## src/hw/port_ingress_pkg.sv

```systemverilog
package port_ingress_pkg;

  // ---------------------------------------------------------------
  // register map
  // ---------------------------------------------------------------
  localparam logic [15:0] ACL_BE_LSB_OFS = 16'h0611;
  localparam logic [15:0] ACL_CTRL_OFS = 16'h0612;
  localparam logic [15:0] MIRROR_OFS = 16'h0800;
  localparam logic [15:0] PRIO_CTRL_OFS = 16'h0801;
  localparam logic [11:0] PORT_OFS_MASK = 12'hFFF;

  // acl control fields
  localparam int ACL_WR_DONE_BIT = 6;
  localparam int ACL_RD_DONE_BIT = 5;
  localparam int ACL_DIR_BIT = 4;
  localparam int ACL_IDX_MSB = 3;
  localparam logic [7:0] ACL_CTRL_RW_MASK = 8'h1F;

  // mirroring fields
  localparam int MIR_RX_BIT = 6;
  localparam int MIR_TX_BIT = 5;
  localparam int MIR_SNIFFER_BIT = 1;
  localparam logic [7:0] MIRROR_RW_MASK = 8'h62;

  // priority control fields
  localparam int PRI_HIGHEST_BIT = 7;
  localparam int PRI_OR_BIT = 6;
  localparam int PRI_MAC_BIT = 4;
  localparam int PRI_VLAN_BIT = 3;
  localparam int PRI_DOT1P_BIT = 2;
  localparam int PRI_DIFFSERV_BIT = 1;
  localparam int PRI_ACL_BIT = 0;
  localparam logic [7:0] PRIO_RW_MASK = 8'hDF;

  // reset values
  localparam logic [7:0] REG_RESET = 8'h00;
  localparam logic [3:0] ACL_LAT_DEFAULT = 4'h4;

  // indirect table engine states
  typedef enum logic [1:0]
  {
    TBL_IDLE = 2'b00,
    TBL_BUSY = 2'b01
  } tbl_state_e;

endpackage : port_ingress_pkg

```

## src/hw/acl_table_engine.sv

```systemverilog
module acl_table_engine
  import port_ingress_pkg::*;
#(
  parameter int LAT = 4
)
(
  // clock and reset
  input wire logic core_clk,
  input wire logic nrst,
  // request
  input wire logic start,
  input wire logic dir_write,
  // status
  output logic wr_done,
  output logic rd_done,
  output logic busy
);

  tbl_state_e state_q;
  logic [7:0] cnt_q;
  logic op_write_q;

  // ---------------------------------------------------------------
  // operation sequencer
  // ---------------------------------------------------------------
  always_ff @(posedge core_clk)
  begin
    if (!nrst)
    begin
      state_q <= TBL_IDLE;
      cnt_q <= 8'h00;
      op_write_q <= 1'b0;
    end
    else
    begin
      unique case (state_q)
        TBL_IDLE:
        begin
          if (start)
          begin
            state_q <= TBL_BUSY;
            cnt_q <= 8'(LAT);
            op_write_q <= dir_write;
          end
        end
        TBL_BUSY:
        begin
          if (cnt_q <= 8'h01)
            state_q <= TBL_IDLE;
          else
            cnt_q <= cnt_q - 8'h01;
        end
      endcase
    end
  end

  // completion flags high at reset and when idle
  assign busy = (state_q == TBL_BUSY);
  assign wr_done = !(busy && op_write_q);
  assign rd_done = !(busy && !op_write_q);

endmodule : acl_table_engine

```

## src/hw/prio_select.sv

```systemverilog
module prio_select
  import port_ingress_pkg::*;
(
  // control
  input wire logic [7:0] prio_ctrl,
  input wire logic [2:0] default_prio,
  // classifier results
  input wire logic [2:0] mac_prio,
  input wire logic mac_hit,
  input wire logic [2:0] vlan_prio,
  input wire logic vlan_hit,
  input wire logic [2:0] dot1p_prio,
  input wire logic dot1p_hit,
  input wire logic [2:0] dscp_prio,
  input wire logic dscp_hit,
  input wire logic [2:0] acl_prio,
  input wire logic acl_hit,
  // result
  output logic [2:0] prio
);

  logic use_mac;
  logic use_vlan;
  logic use_dot1p;
  logic use_dscp;
  logic use_acl;

  // classifier gating
  assign use_mac = prio_ctrl[PRI_MAC_BIT] && mac_hit;
  assign use_vlan = prio_ctrl[PRI_VLAN_BIT] && vlan_hit;
  assign use_dot1p = prio_ctrl[PRI_DOT1P_BIT] && dot1p_hit;
  assign use_dscp = prio_ctrl[PRI_DIFFSERV_BIT] && dscp_hit;
  assign use_acl = prio_ctrl[PRI_ACL_BIT] && acl_hit;

  // combine available results
  always_comb
  begin
    logic [2:0] hi;
    logic [2:0] orv;
    logic any;
    hi = 3'h0;
    orv = 3'h0;
    any = use_mac || use_vlan || use_dot1p || use_dscp || use_acl;
    if (use_mac && mac_prio > hi) hi = mac_prio;
    if (use_vlan && vlan_prio > hi) hi = vlan_prio;
    if (use_dot1p && dot1p_prio > hi) hi = dot1p_prio;
    if (use_dscp && dscp_prio > hi) hi = dscp_prio;
    if (use_acl && acl_prio > hi) hi = acl_prio;
    if (use_mac) orv = orv | mac_prio;
    if (use_vlan) orv = orv | vlan_prio;
    if (use_dot1p) orv = orv | dot1p_prio;
    if (use_dscp) orv = orv | dscp_prio;
    if (use_acl) orv = orv | acl_prio;
    if (!any)
      prio = default_prio;
    else if (prio_ctrl[PRI_HIGHEST_BIT])
      prio = hi;
    else if (prio_ctrl[PRI_OR_BIT])
      prio = orv;
    else if (use_acl)
      prio = acl_prio;
    else if (use_mac)
      prio = mac_prio;
    else if (use_dscp)
      prio = dscp_prio;
    else if (use_dot1p)
      prio = dot1p_prio;
    else
      prio = vlan_prio;
  end

endmodule : prio_select

```

## src/hw/port_ingress_ctrl_regs.sv

```systemverilog
// Function
// - write-complete status bit 6 reads 0 during table write, 1 otherwise and after reset.
// - read-complete status bit 5 reads 0 during table read, 1 otherwise and after reset.
// - writing low byte-enable register starts the operation with enabled bytes only.
// - receive sniff bit 6 marks received packets monitored for sniffer port.
// - transmit sniff bit 5 marks transmitted packets monitored for sniffer port.
// - sniffer bit 1 makes this port transmit monitored packets.
// - bit 7 selects highest of available priority results.
// - bit 6 ORs all available priority results when bit 7 is clear.
// - bit 4 enables MAC address priority classification.
// - bit 3 enables VLAN priority classification.
// - bit 2 enables 802.1p priority classification.
// - bit 1 enables Diffserv priority classification.
// - bit 0 enables access-control-list priority classification.
// - unclassified packets take the port default priority 0 to 7.
module port_ingress_ctrl_regs
  import port_ingress_pkg::*;
#(
  parameter int ACL_LAT = 4
)
(
  // clock and reset
  input wire logic core_clk,
  input wire logic nrst,
  // register access (byte wide, port-local offset)
  input wire logic reg_wr,
  input wire logic reg_rd,
  input wire logic [11:0] reg_addr,
  input wire logic [7:0] reg_wdata,
  output logic [7:0] reg_rdata,
  output logic reg_rvalid,
  // byte enables staged by neighbouring registers
  input wire logic [7:0] acl_be_msb,
  // table access request towards table memory
  output logic tbl_start,
  output logic tbl_write,
  output logic [3:0] tbl_index,
  output logic [15:0] tbl_byte_en,
  // ingress packet events
  input wire logic rx_pkt,
  input wire logic tx_pkt,
  output logic rx_monitored,
  output logic tx_monitored,
  output logic sniffer_port,
  // port default priority
  input wire logic [2:0] default_prio,
  // mac classifier
  input wire logic [2:0] mac_prio,
  input wire logic mac_hit,
  // vlan classifier
  input wire logic [2:0] vlan_prio,
  input wire logic vlan_hit,
  // 802.1p classifier
  input wire logic [2:0] dot1p_prio,
  input wire logic dot1p_hit,
  // diffserv classifier
  input wire logic [2:0] dscp_prio,
  input wire logic dscp_hit,
  // acl classifier
  input wire logic [2:0] acl_prio,
  input wire logic acl_hit,
  // priority result
  output logic [2:0] ingress_prio
);

  // ---------------------------------------------------------------
  // decode
  // ---------------------------------------------------------------
  logic [15:0] ofs;
  logic hit_acl_ctrl;
  logic hit_mirror;
  logic hit_prio;
  logic hit_be_lsb;
  logic [7:0] acl_ctrl_q;
  logic [7:0] mirror_q;
  logic [7:0] prio_q;
  logic eng_busy;
  logic wr_done;
  logic rd_done;
  logic start;
  logic [2:0] prio_w;
  // write enables
  logic wr_acl_ctrl;
  logic wr_mirror;
  logic wr_prio;
  logic be_lsb_wr;
  // read path
  logic [7:0] acl_status;
  logic [7:0] rdata_d;
  logic [7:0] rdata_q;
  logic rvalid_q;
  // output registers
  logic tbl_start_q;
  logic tbl_write_q;
  logic [3:0] tbl_index_q;
  logic [15:0] tbl_byte_en_q;
  logic rx_mon_q;
  logic tx_mon_q;
  logic [2:0] ingress_prio_q;

  assign ofs = {4'h0, reg_addr & PORT_OFS_MASK};
  assign hit_acl_ctrl = (ofs == ACL_CTRL_OFS);
  assign hit_mirror = (ofs == MIRROR_OFS);
  assign hit_prio = (ofs == PRIO_CTRL_OFS);
  assign hit_be_lsb = (ofs == ACL_BE_LSB_OFS);

  // per-register write strobes
  assign wr_acl_ctrl = reg_wr && hit_acl_ctrl;
  assign wr_mirror = reg_wr && hit_mirror;
  assign wr_prio = reg_wr && hit_prio;
  assign be_lsb_wr = reg_wr && hit_be_lsb;

  // ---------------------------------------------------------------
  // writable registers
  // ---------------------------------------------------------------
  // acl direction and index
  always_ff @(posedge core_clk)
  begin
    if (!nrst)
      acl_ctrl_q <= REG_RESET;
    else if (wr_acl_ctrl)
      acl_ctrl_q <= reg_wdata & ACL_CTRL_RW_MASK;
  end

  // mirroring control
  always_ff @(posedge core_clk)
  begin
    if (!nrst)
      mirror_q <= REG_RESET;
    else if (wr_mirror)
      mirror_q <= reg_wdata & MIRROR_RW_MASK;
  end

  // priority control
  always_ff @(posedge core_clk)
  begin
    if (!nrst)
      prio_q <= REG_RESET;
    else if (wr_prio)
      prio_q <= reg_wdata & PRIO_RW_MASK;
  end

  // ---------------------------------------------------------------
  // indirect table access
  // ---------------------------------------------------------------
  // start on low byte-enable write, ignored while busy
  assign start = be_lsb_wr && !eng_busy;

  // one-cycle start pulse towards the table
  always_ff @(posedge core_clk)
  begin
    if (!nrst)
      tbl_start_q <= 1'b0;
    else
      tbl_start_q <= start;
  end

  // operation parameters captured at start
  always_ff @(posedge core_clk)
  begin
    if (!nrst)
    begin
      tbl_write_q <= 1'b0;
      tbl_index_q <= 4'h0;
      tbl_byte_en_q <= 16'h0000;
    end
    else if (start)
    begin
      tbl_write_q <= acl_ctrl_q[ACL_DIR_BIT];
      tbl_index_q <= acl_ctrl_q[ACL_IDX_MSB:0];
      tbl_byte_en_q <= {acl_be_msb, reg_wdata};
    end
  end

  // engine times the busy window of each operation
  acl_table_engine #(
    .LAT(ACL_LAT)
  ) u_engine (
    .core_clk(core_clk),
    .nrst(nrst),
    .start(start),
    .dir_write(acl_ctrl_q[ACL_DIR_BIT]),
    .wr_done(wr_done),
    .rd_done(rd_done),
    .busy(eng_busy)
  );

  // ---------------------------------------------------------------
  // read path
  // ---------------------------------------------------------------
  // status view, completion flags over stored direction and index
  always_comb
  begin
    acl_status = acl_ctrl_q;
    acl_status[ACL_WR_DONE_BIT] = wr_done;
    acl_status[ACL_RD_DONE_BIT] = rd_done;
  end

  // read data select
  always_comb
  begin
    if (hit_acl_ctrl)
      rdata_d = acl_status;
    else if (hit_mirror)
      rdata_d = mirror_q;
    else if (hit_prio)
      rdata_d = prio_q;
    else
      rdata_d = REG_RESET; // unmapped offsets read zero
  end

  // read answer one cycle after the strobe
  always_ff @(posedge core_clk)
  begin
    if (!nrst)
      rvalid_q <= 1'b0;
    else
      rvalid_q <= reg_rd;
  end

  // read data held until the next read
  always_ff @(posedge core_clk)
  begin
    if (!nrst)
      rdata_q <= REG_RESET;
    else if (reg_rd)
      rdata_q <= rdata_d;
  end

  // ---------------------------------------------------------------
  // mirroring
  // ---------------------------------------------------------------
  // receive mark
  always_ff @(posedge core_clk)
  begin
    if (!nrst)
      rx_mon_q <= 1'b0;
    else
      rx_mon_q <= rx_pkt && mirror_q[MIR_RX_BIT];
  end

  // transmit mark
  always_ff @(posedge core_clk)
  begin
    if (!nrst)
      tx_mon_q <= 1'b0;
    else
      tx_mon_q <= tx_pkt && mirror_q[MIR_TX_BIT];
  end

  // sniffer designation is a plain register level
  assign sniffer_port = mirror_q[MIR_SNIFFER_BIT];

  // ---------------------------------------------------------------
  // priority classification
  // ---------------------------------------------------------------
  // classifier gating and combining
  prio_select u_prio (
    .prio_ctrl(prio_q),
    .default_prio(default_prio),
    .mac_prio(mac_prio),
    .mac_hit(mac_hit),
    .vlan_prio(vlan_prio),
    .vlan_hit(vlan_hit),
    .dot1p_prio(dot1p_prio),
    .dot1p_hit(dot1p_hit),
    .dscp_prio(dscp_prio),
    .dscp_hit(dscp_hit),
    .acl_prio(acl_prio),
    .acl_hit(acl_hit),
    .prio(prio_w)
  );

  // registered priority result
  always_ff @(posedge core_clk)
  begin
    if (!nrst)
      ingress_prio_q <= 3'h0;
    else
      ingress_prio_q <= prio_w;
  end

  // ---------------------------------------------------------------
  // output drive
  // ---------------------------------------------------------------
  // register bus answer
  assign reg_rdata = rdata_q;
  assign reg_rvalid = rvalid_q;

  // table request
  assign tbl_start = tbl_start_q;
  assign tbl_write = tbl_write_q;
  assign tbl_index = tbl_index_q;
  assign tbl_byte_en = tbl_byte_en_q;

  // packet marks
  assign rx_monitored = rx_mon_q;
  assign tx_monitored = tx_mon_q;

  // priority result
  assign ingress_prio = ingress_prio_q;

endmodule : port_ingress_ctrl_regs

```

## config.mk

```make
export PLATFORM = sky130hd
export DESIGN_NAME = port_ingress_ctrl_regs
export DESIGN_NICKNAME = d
export VERILOG_FILES = /design/src/hw/port_ingress_pkg.sv /design/src/hw/acl_table_engine.sv /design/src/hw/prio_select.sv /design/src/hw/port_ingress_ctrl_regs.sv
export SDC_FILE = /design/constraint.sdc
export NUM_CORES = 1
export LEC_CHECK = 0
export ABC_AREA = 1
export BUFFER_PORTS_ARGS = -buffer_cell sky130_fd_sc_hd__buf_2
export CORE_MARGIN = 10
export CORE_UTILIZATION = 30
export CTS_CLUSTER_DIAMETER = 80
export DETAILED_ROUTE_END_ITERATION = 16
export PLACE_DENSITY = 0.55
export SLEW_MARGIN = 15
export SYNTH_ARGS = -nofsm -noshare
export SYNTH_HDL_FRONTEND = slang
export SYNTH_SLANG_ARGS = --single-unit
```

## constraint.sdc

```tcl
create_clock -name core_clk -period 4.6 [get_ports core_clk]
set_input_delay 0.46 -clock core_clk [delete_from_list [all_inputs] [get_ports core_clk]]
set_output_delay 0.46 -clock core_clk [all_outputs]
set_load 0.01 [all_outputs]
```

---- Word-level counts from Yosys, hierarchy flattened ----
Index checks and enable logic that the tools add are counted.
word-level totals
  logic and storage cells ................. 91
  bits in latches ......................... 0
  bits in read-only memories .............. 0
  memory bits (writable) .................. 0
  flip-flop bits (word level) ............. 62
  memories kept ........................... 0
  output and inout port bits .............. 37
operators by class
  bitwise gates (word level) .............. 4
  multiply operators ...................... 0
  $lt $le $gt $ge ......................... 6
  div/mod/pow operators ................... 0
  shift-type cells ........................ 0
  equality and inequality tests ........... 8
  mux-type cells .......................... 26
  reductions and logical operators ........ 31
  add/sub/neg operators ................... 1
operators by type and width
  cell                                                            count
  two-way mux 3 bit                                               17
  two-way mux 8 bit                                               5
  == test 12 x 11 -> 1 bit (second input constant)                2
  == test 12 bit (second input constant)                          2
  logical AND 1 bit                                               19
  case mux 8 bit (2 select lines)                                 1
  greater-than comparator 3 bit                                   4
  bitwise OR 3 bit                                                4
  <= comparator 8 x 1 -> 1 bit (second input constant)            1
  subtractor 8 x 1 -> 8 bit (second input constant)               1
  AND reduction 2 bit                                             3
  zero test 1 bit                                                 4
  logical OR 1 bit                                                4
  two-way mux 2 bit                                               2
  != test 2 bit (second input constant)                           2
  case mux 2 bit (2 select lines)                                 1
  greater-than comparator 3 x 1 -> 1 bit (second input constant)  1
  == test 2 x 1 -> 1 bit (second input constant)                  1
  zero test 2 bit                                                 1
  != test 2 x 1 -> 1 bit (second input constant)                  1

---- Logic depth before layout (Yosys ltp) ----
  word-level depth ........................ 17
  depth in mapped cells ................... 35
  gate-level depth less buffers ........... 35

---- By module ----
From an unflattened synthesis, not the netlist that was laid out.
second synthesis, totals
  cells, all modules ...................... 526
  area, all modules ....................... 3449.6 sq um
by module, submodules not included
  module                  times used  seq. area each (sq um)  area each (sq um)  cells an instance
  port_ingress_ctrl_regs  1           1021.0                  2065.7             284
  prio_select             1           0.0                     814.5              155
  acl_table_engine        1           200.2                   569.3              87

---- Worst setup path before layout ----
No wires, ideal clock.
  path type ............................... input to register
  from .................................... input mac_hit
  to ...................................... register ingress_prio_q[2], in the netlist ingress_prio[2]
  required time ........................... 4.487 ns
  setup time .............................. 0.113 ns
  data arrival time ....................... 4.300 ns
  stages on the path ...................... 33
  path buffers ............................ 0
  setup slack ............................. 0.188 ns
  cells stage by stage .................... nand2_1 nor2_1 inv_1 ha_1 nand2_1 nor2_1 nor2_4 nand2_4 nand2_1 o21ai_1 ha_1 o21ai_0 nand3_1 nand3_2 nand2_2 nand2_2 nand2_1 ha_1 inv_1 nor2_1 o21ai_0 a21oi_1 nand2_2 nand3_1 and2_2 ha_1 nand2_1 o21ai_0 nand3_1 o211ai_1 nand3_1 o211ai_2 inv_2
on the way
  word-level cells in the longest chain between the ends .. 17
  elaborated cells on any way between the ends .. 33
  classes of those cells .................. order compare: 4; mux: 15; bitwise: 4; reduce/logical: 10
RTL lines
  element                        line                           source
  start: declaration             port_ingress_ctrl_regs.sv:49   input wire logic mac_hit,
  logical AND 1 bit *            prio_select.sv:29              assign use_mac = prio_ctrl[PRI_MAC_BIT] && mac_hit;
  logical AND 1 bit              prio_select.sv:44              if (use_mac && mac_prio > hi) hi = mac_prio;
  two-way mux 3 bit              prio_select.sv:44
  greater-than comparator 3 bit  prio_select.sv:45              if (use_vlan && vlan_prio > hi) hi = vlan_prio;
  logical AND 1 bit              prio_select.sv:45
  two-way mux 3 bit              prio_select.sv:45
  greater-than comparator 3 bit  prio_select.sv:46              if (use_dot1p && dot1p_prio > hi) hi = dot1p_prio;
  logical AND 1 bit              prio_select.sv:46
  two-way mux 3 bit              prio_select.sv:46
  greater-than comparator 3 bit  prio_select.sv:47              if (use_dscp && dscp_prio > hi) hi = dscp_prio;
  logical AND 1 bit              prio_select.sv:47
  two-way mux 3 bit              prio_select.sv:47
  greater-than comparator 3 bit  prio_select.sv:48              if (use_acl && acl_prio > hi) hi = acl_prio;
  logical AND 1 bit              prio_select.sv:48
  two-way mux 3 bit              prio_select.sv:48
  two-way mux 3 bit              prio_select.sv:56              else if (prio_ctrl[PRI_HIGHEST_BIT])
  two-way mux 3 bit *            prio_select.sv:54              if (!any)
  end signal: assignment         port_ingress_ctrl_regs.sv:280  ingress_prio_q <= prio_w;
  end: declaration               port_ingress_ctrl_regs.sv:99   logic [2:0] ingress_prio_q;
Every way passes the cells marked *; elsewhere a longest branch is shown, timed or not.
A chain may end at the register's enable or synchronous reset.

---- Worst setup path after layout ----
  from .................................... register prio_q[4]
  to ...................................... register ingress_prio_q[2], in the netlist ingress_prio[2]
on the way
  word-level cells in the longest chain between the ends .. 17
  elaborated cells on any way between the ends .. 33
  classes of those cells .................. order compare: 4; mux: 15; bitwise: 4; reduce/logical: 10
RTL lines
  element                        line                           source
  start: declaration             port_ingress_ctrl_regs.sv:76   logic [7:0] prio_q;
  start signal: assignment       port_ingress_ctrl_regs.sv:140  prio_q <= reg_wdata & PRIO_RW_MASK;
  logical AND 1 bit *            prio_select.sv:29
  logical AND 1 bit              prio_select.sv:44
  two-way mux 3 bit              prio_select.sv:44
  greater-than comparator 3 bit  prio_select.sv:45
  logical AND 1 bit              prio_select.sv:45
  two-way mux 3 bit              prio_select.sv:45
  greater-than comparator 3 bit  prio_select.sv:46
  logical AND 1 bit              prio_select.sv:46
  two-way mux 3 bit              prio_select.sv:46
  greater-than comparator 3 bit  prio_select.sv:47
  logical AND 1 bit              prio_select.sv:47
  two-way mux 3 bit              prio_select.sv:47
  greater-than comparator 3 bit  prio_select.sv:48
  logical AND 1 bit              prio_select.sv:48
  two-way mux 3 bit              prio_select.sv:48
  two-way mux 3 bit              prio_select.sv:56
  two-way mux 3 bit *            prio_select.sv:54
Marks and branches as above.

==> impl_metrics.toml <==
[synth]
synth_cell_types = 42
ys_seq_area_share_pct = 38.2
synth_fp_nets = 506
yosys_warnings = 0
syn_inst = 437
synth_area_leaders = "dfxtp_1, inv_1, nand2_1, o21ai_0, nor2_1"
synth_area_um2 = 3150
yosysTopAreaCell = "dfxtp_1"
synth_edf_count = 0
avgSynthCellArea_um2 = 7.20
yosys_register_bits = 60
async_flop_share_pct = 0
synthFlopType = "dfxtp_1"
synth.top_cell.area_share_pct = 38.2

[timing]
fin_crit_ns = 4.28
min_period_over_period_pct = 93.0
finalClockSkew_ns = 0.0106
finalHoldViolCount = 0
tightestPinTransition_ns = 0.716
slew_violations = 0
max_slew_margin_pct = 52.2
fmax_mhz = 234
rsz0062_at_grt = "no"
finalSetupTns_ns = 0
finalSetupViolCount = 0

[global_routing]
globalRouteOverflowTotal = 0
grt_pass1_vias = 3345
grt_max_degree = 41
antenna_found_initial = 0
grt_pass1_wl_um = 15900
grt_usage_pct = 12.9

[die]
core_um2 = 10300
die-area_um2 = 15000
die_x_um = 122
rows = 37
die_y_um = 122
io_pins = 94
initial_core_util_pct = 30.6

[routing]
viasPerCell = 4.71
ant_nets = 0
vias = 3235
drt-total-wl_um = 9620
wl_per_cell_um = 14.0
drc = 0
firstDrtPassIters = 4
drtIter0Drc = 138

[final_layout]
final_nets = 615
post-route-cell-area_um2 = 4190
final_cell_mix = "buf_2, inv_1, dfxtp_1, nand2_1, nor2_1"
antennaDiodeCount = 0
syn2layout_area_growth_pct = 33.1
drive_above_1_share_pct = 31.4
final_common_cell = "buf_2"

[power]
vdd_drop_max_mv = 0.163
cellLeakagePower_nw = 2.06
powerDensity_nw_per_um2 = 289

[hold_path]
hp-start = "acl_be_msb[2]"
hp-class = "in -> reg"

[placed_design]
dp_hpwl_um = 7620
placed_cell_area_um2 = 3840
portBuffers = 93
gp_congestion = 0.815

[setup_path]
arrival_ns = 4.52
cp_max_fo = 5
reg2reg_slack_ns = 0.32
endpoint_kind = "register"
worstReg2RegStart = "prio_q[4]"
crit_type = "reg -> reg"
worstSetupStartpointType = "register"
critPathMaxStageDelay_ns = 0.36
slowest_stage = "dfxtp_2"
cpMostUsedCell = "nand2_1"
worstPathRequired_ns = 4.84
crit_start = "prio_q[4]"

[status]
outcome = "completed"

[cts]
cts.path.max_buffers = 2
cts.sinks = 60
h-tree-depth = 3
cts_buffers = 9
cts_tree = "done"
cts_root_buffer = "clkbuf_8"
clk_latency_ns = 0.34
path_clk_slew_ns = 0.08

[run]
max_cap_viol_count = 0
## sequential cells by signal, summed over array words and instances (netlist names), 3 cells and up
register,flops
acl_ctrl_q,5
mirror_q,3
reg_rdata,8
tbl_byte_en,16
ingress_prio,3
prio_q,7
u_engine.cnt_q,8
tbl_index,4
## per-layer routing
layer / track usage (%) / share of wire, %
met3: 4.41 / 7.1
met2: 21.2 / 46
met5: 0 / 0
met1: 15.4 / 45
met4: 4.05 / 1.5
## cells by family after synthesis
kind of cell	after synthesis	synth area share, %
adders and majority gates	12	4.77
DFF	60	38.2
and+or+nand+nor	168	25.1
xor gates and xnor gates	1	0.278
AOI/OAI and AO/OA	115	21.8
buffers and inverters	81	9.90
## final timing paths
check,cells past startpoint,endpoint
max,32,ingress_prio[2]
min,3,tbl_byte_en[10]
max reg2reg,32,ingress_prio[2]
min reg2reg,2,tx_monitored
## synth_stat cells, drive strengths merged, types with 2 or more instances
cell type	count
o21ai	44
a22oi	2
nand4	4
clkbuf	8
nand3	28
o31ai	2
buf	4
nand2	65
inv	69
and2	2
nor3	5
o211ai	12
o2111ai	2
nand3b	2
nor4	6
a21oi	37
dfxtp	60
a211oi	9
nor2	54
o22ai	2
ha	12
## stage by stage
step	hold WS [ns]	power (W)	util (%)	setup WS (ns)	cells
floorplan	0.423	0.000576	-	0.188	437
global route	0.343	0.00125	40.8	0.00216	687
global placement	0.454	0.000622	37.3	-0.0426	668
finish	0.341	0.00121	40.8	0.322	687
CTS	0.319	0.00122	39.7	0.0219	684
detailed placement	0.456	0.000623	37.3	-0.218	668
## what timing repair did
action	in CTS	in global routing
hold buffers	0	0
endpoints found under the setup margin	3	3
setup buffers	0	3
pin swaps	0	10
gates resized for setup	2	21
gates cloned	0	0
## critical path: cells and delay by family (launching register included)
| kind | cells | cell delay (ns) |
|---|---|---|
| compound gates | 7 | 0.92 |
| fa+ha+maj | 4 | 1.13 |
| buf+inv | 3 | 0.13 |
| flops | 1 | 0.36 |
| simple gates | 18 | 1.62 |
## final cells by class
type                            instances  area [µm²]
Clock buffer                            9         124
Clock inverter                          7         121
Fill cell                            1122        6090
Inverter                               69         259
Multi-Input combinational cell        296        1720
Sequential cell                        60        1200
Tap cell                              136         170
Timing Repair Buffer                  110         593
## where the power goes
part / internal [W] / leakage [nW] / switching [W] / total (W)
Clock: 0.000364 / 0.124 / 0.000230 / 0.000594
Combinational: 0.0000371 / 1.45 / 0.0000536 / 0.0000908
Sequential: 0.000523 / 0.486 / 0.00000173 / 0.000525
(Power assumes the default switching activity.)
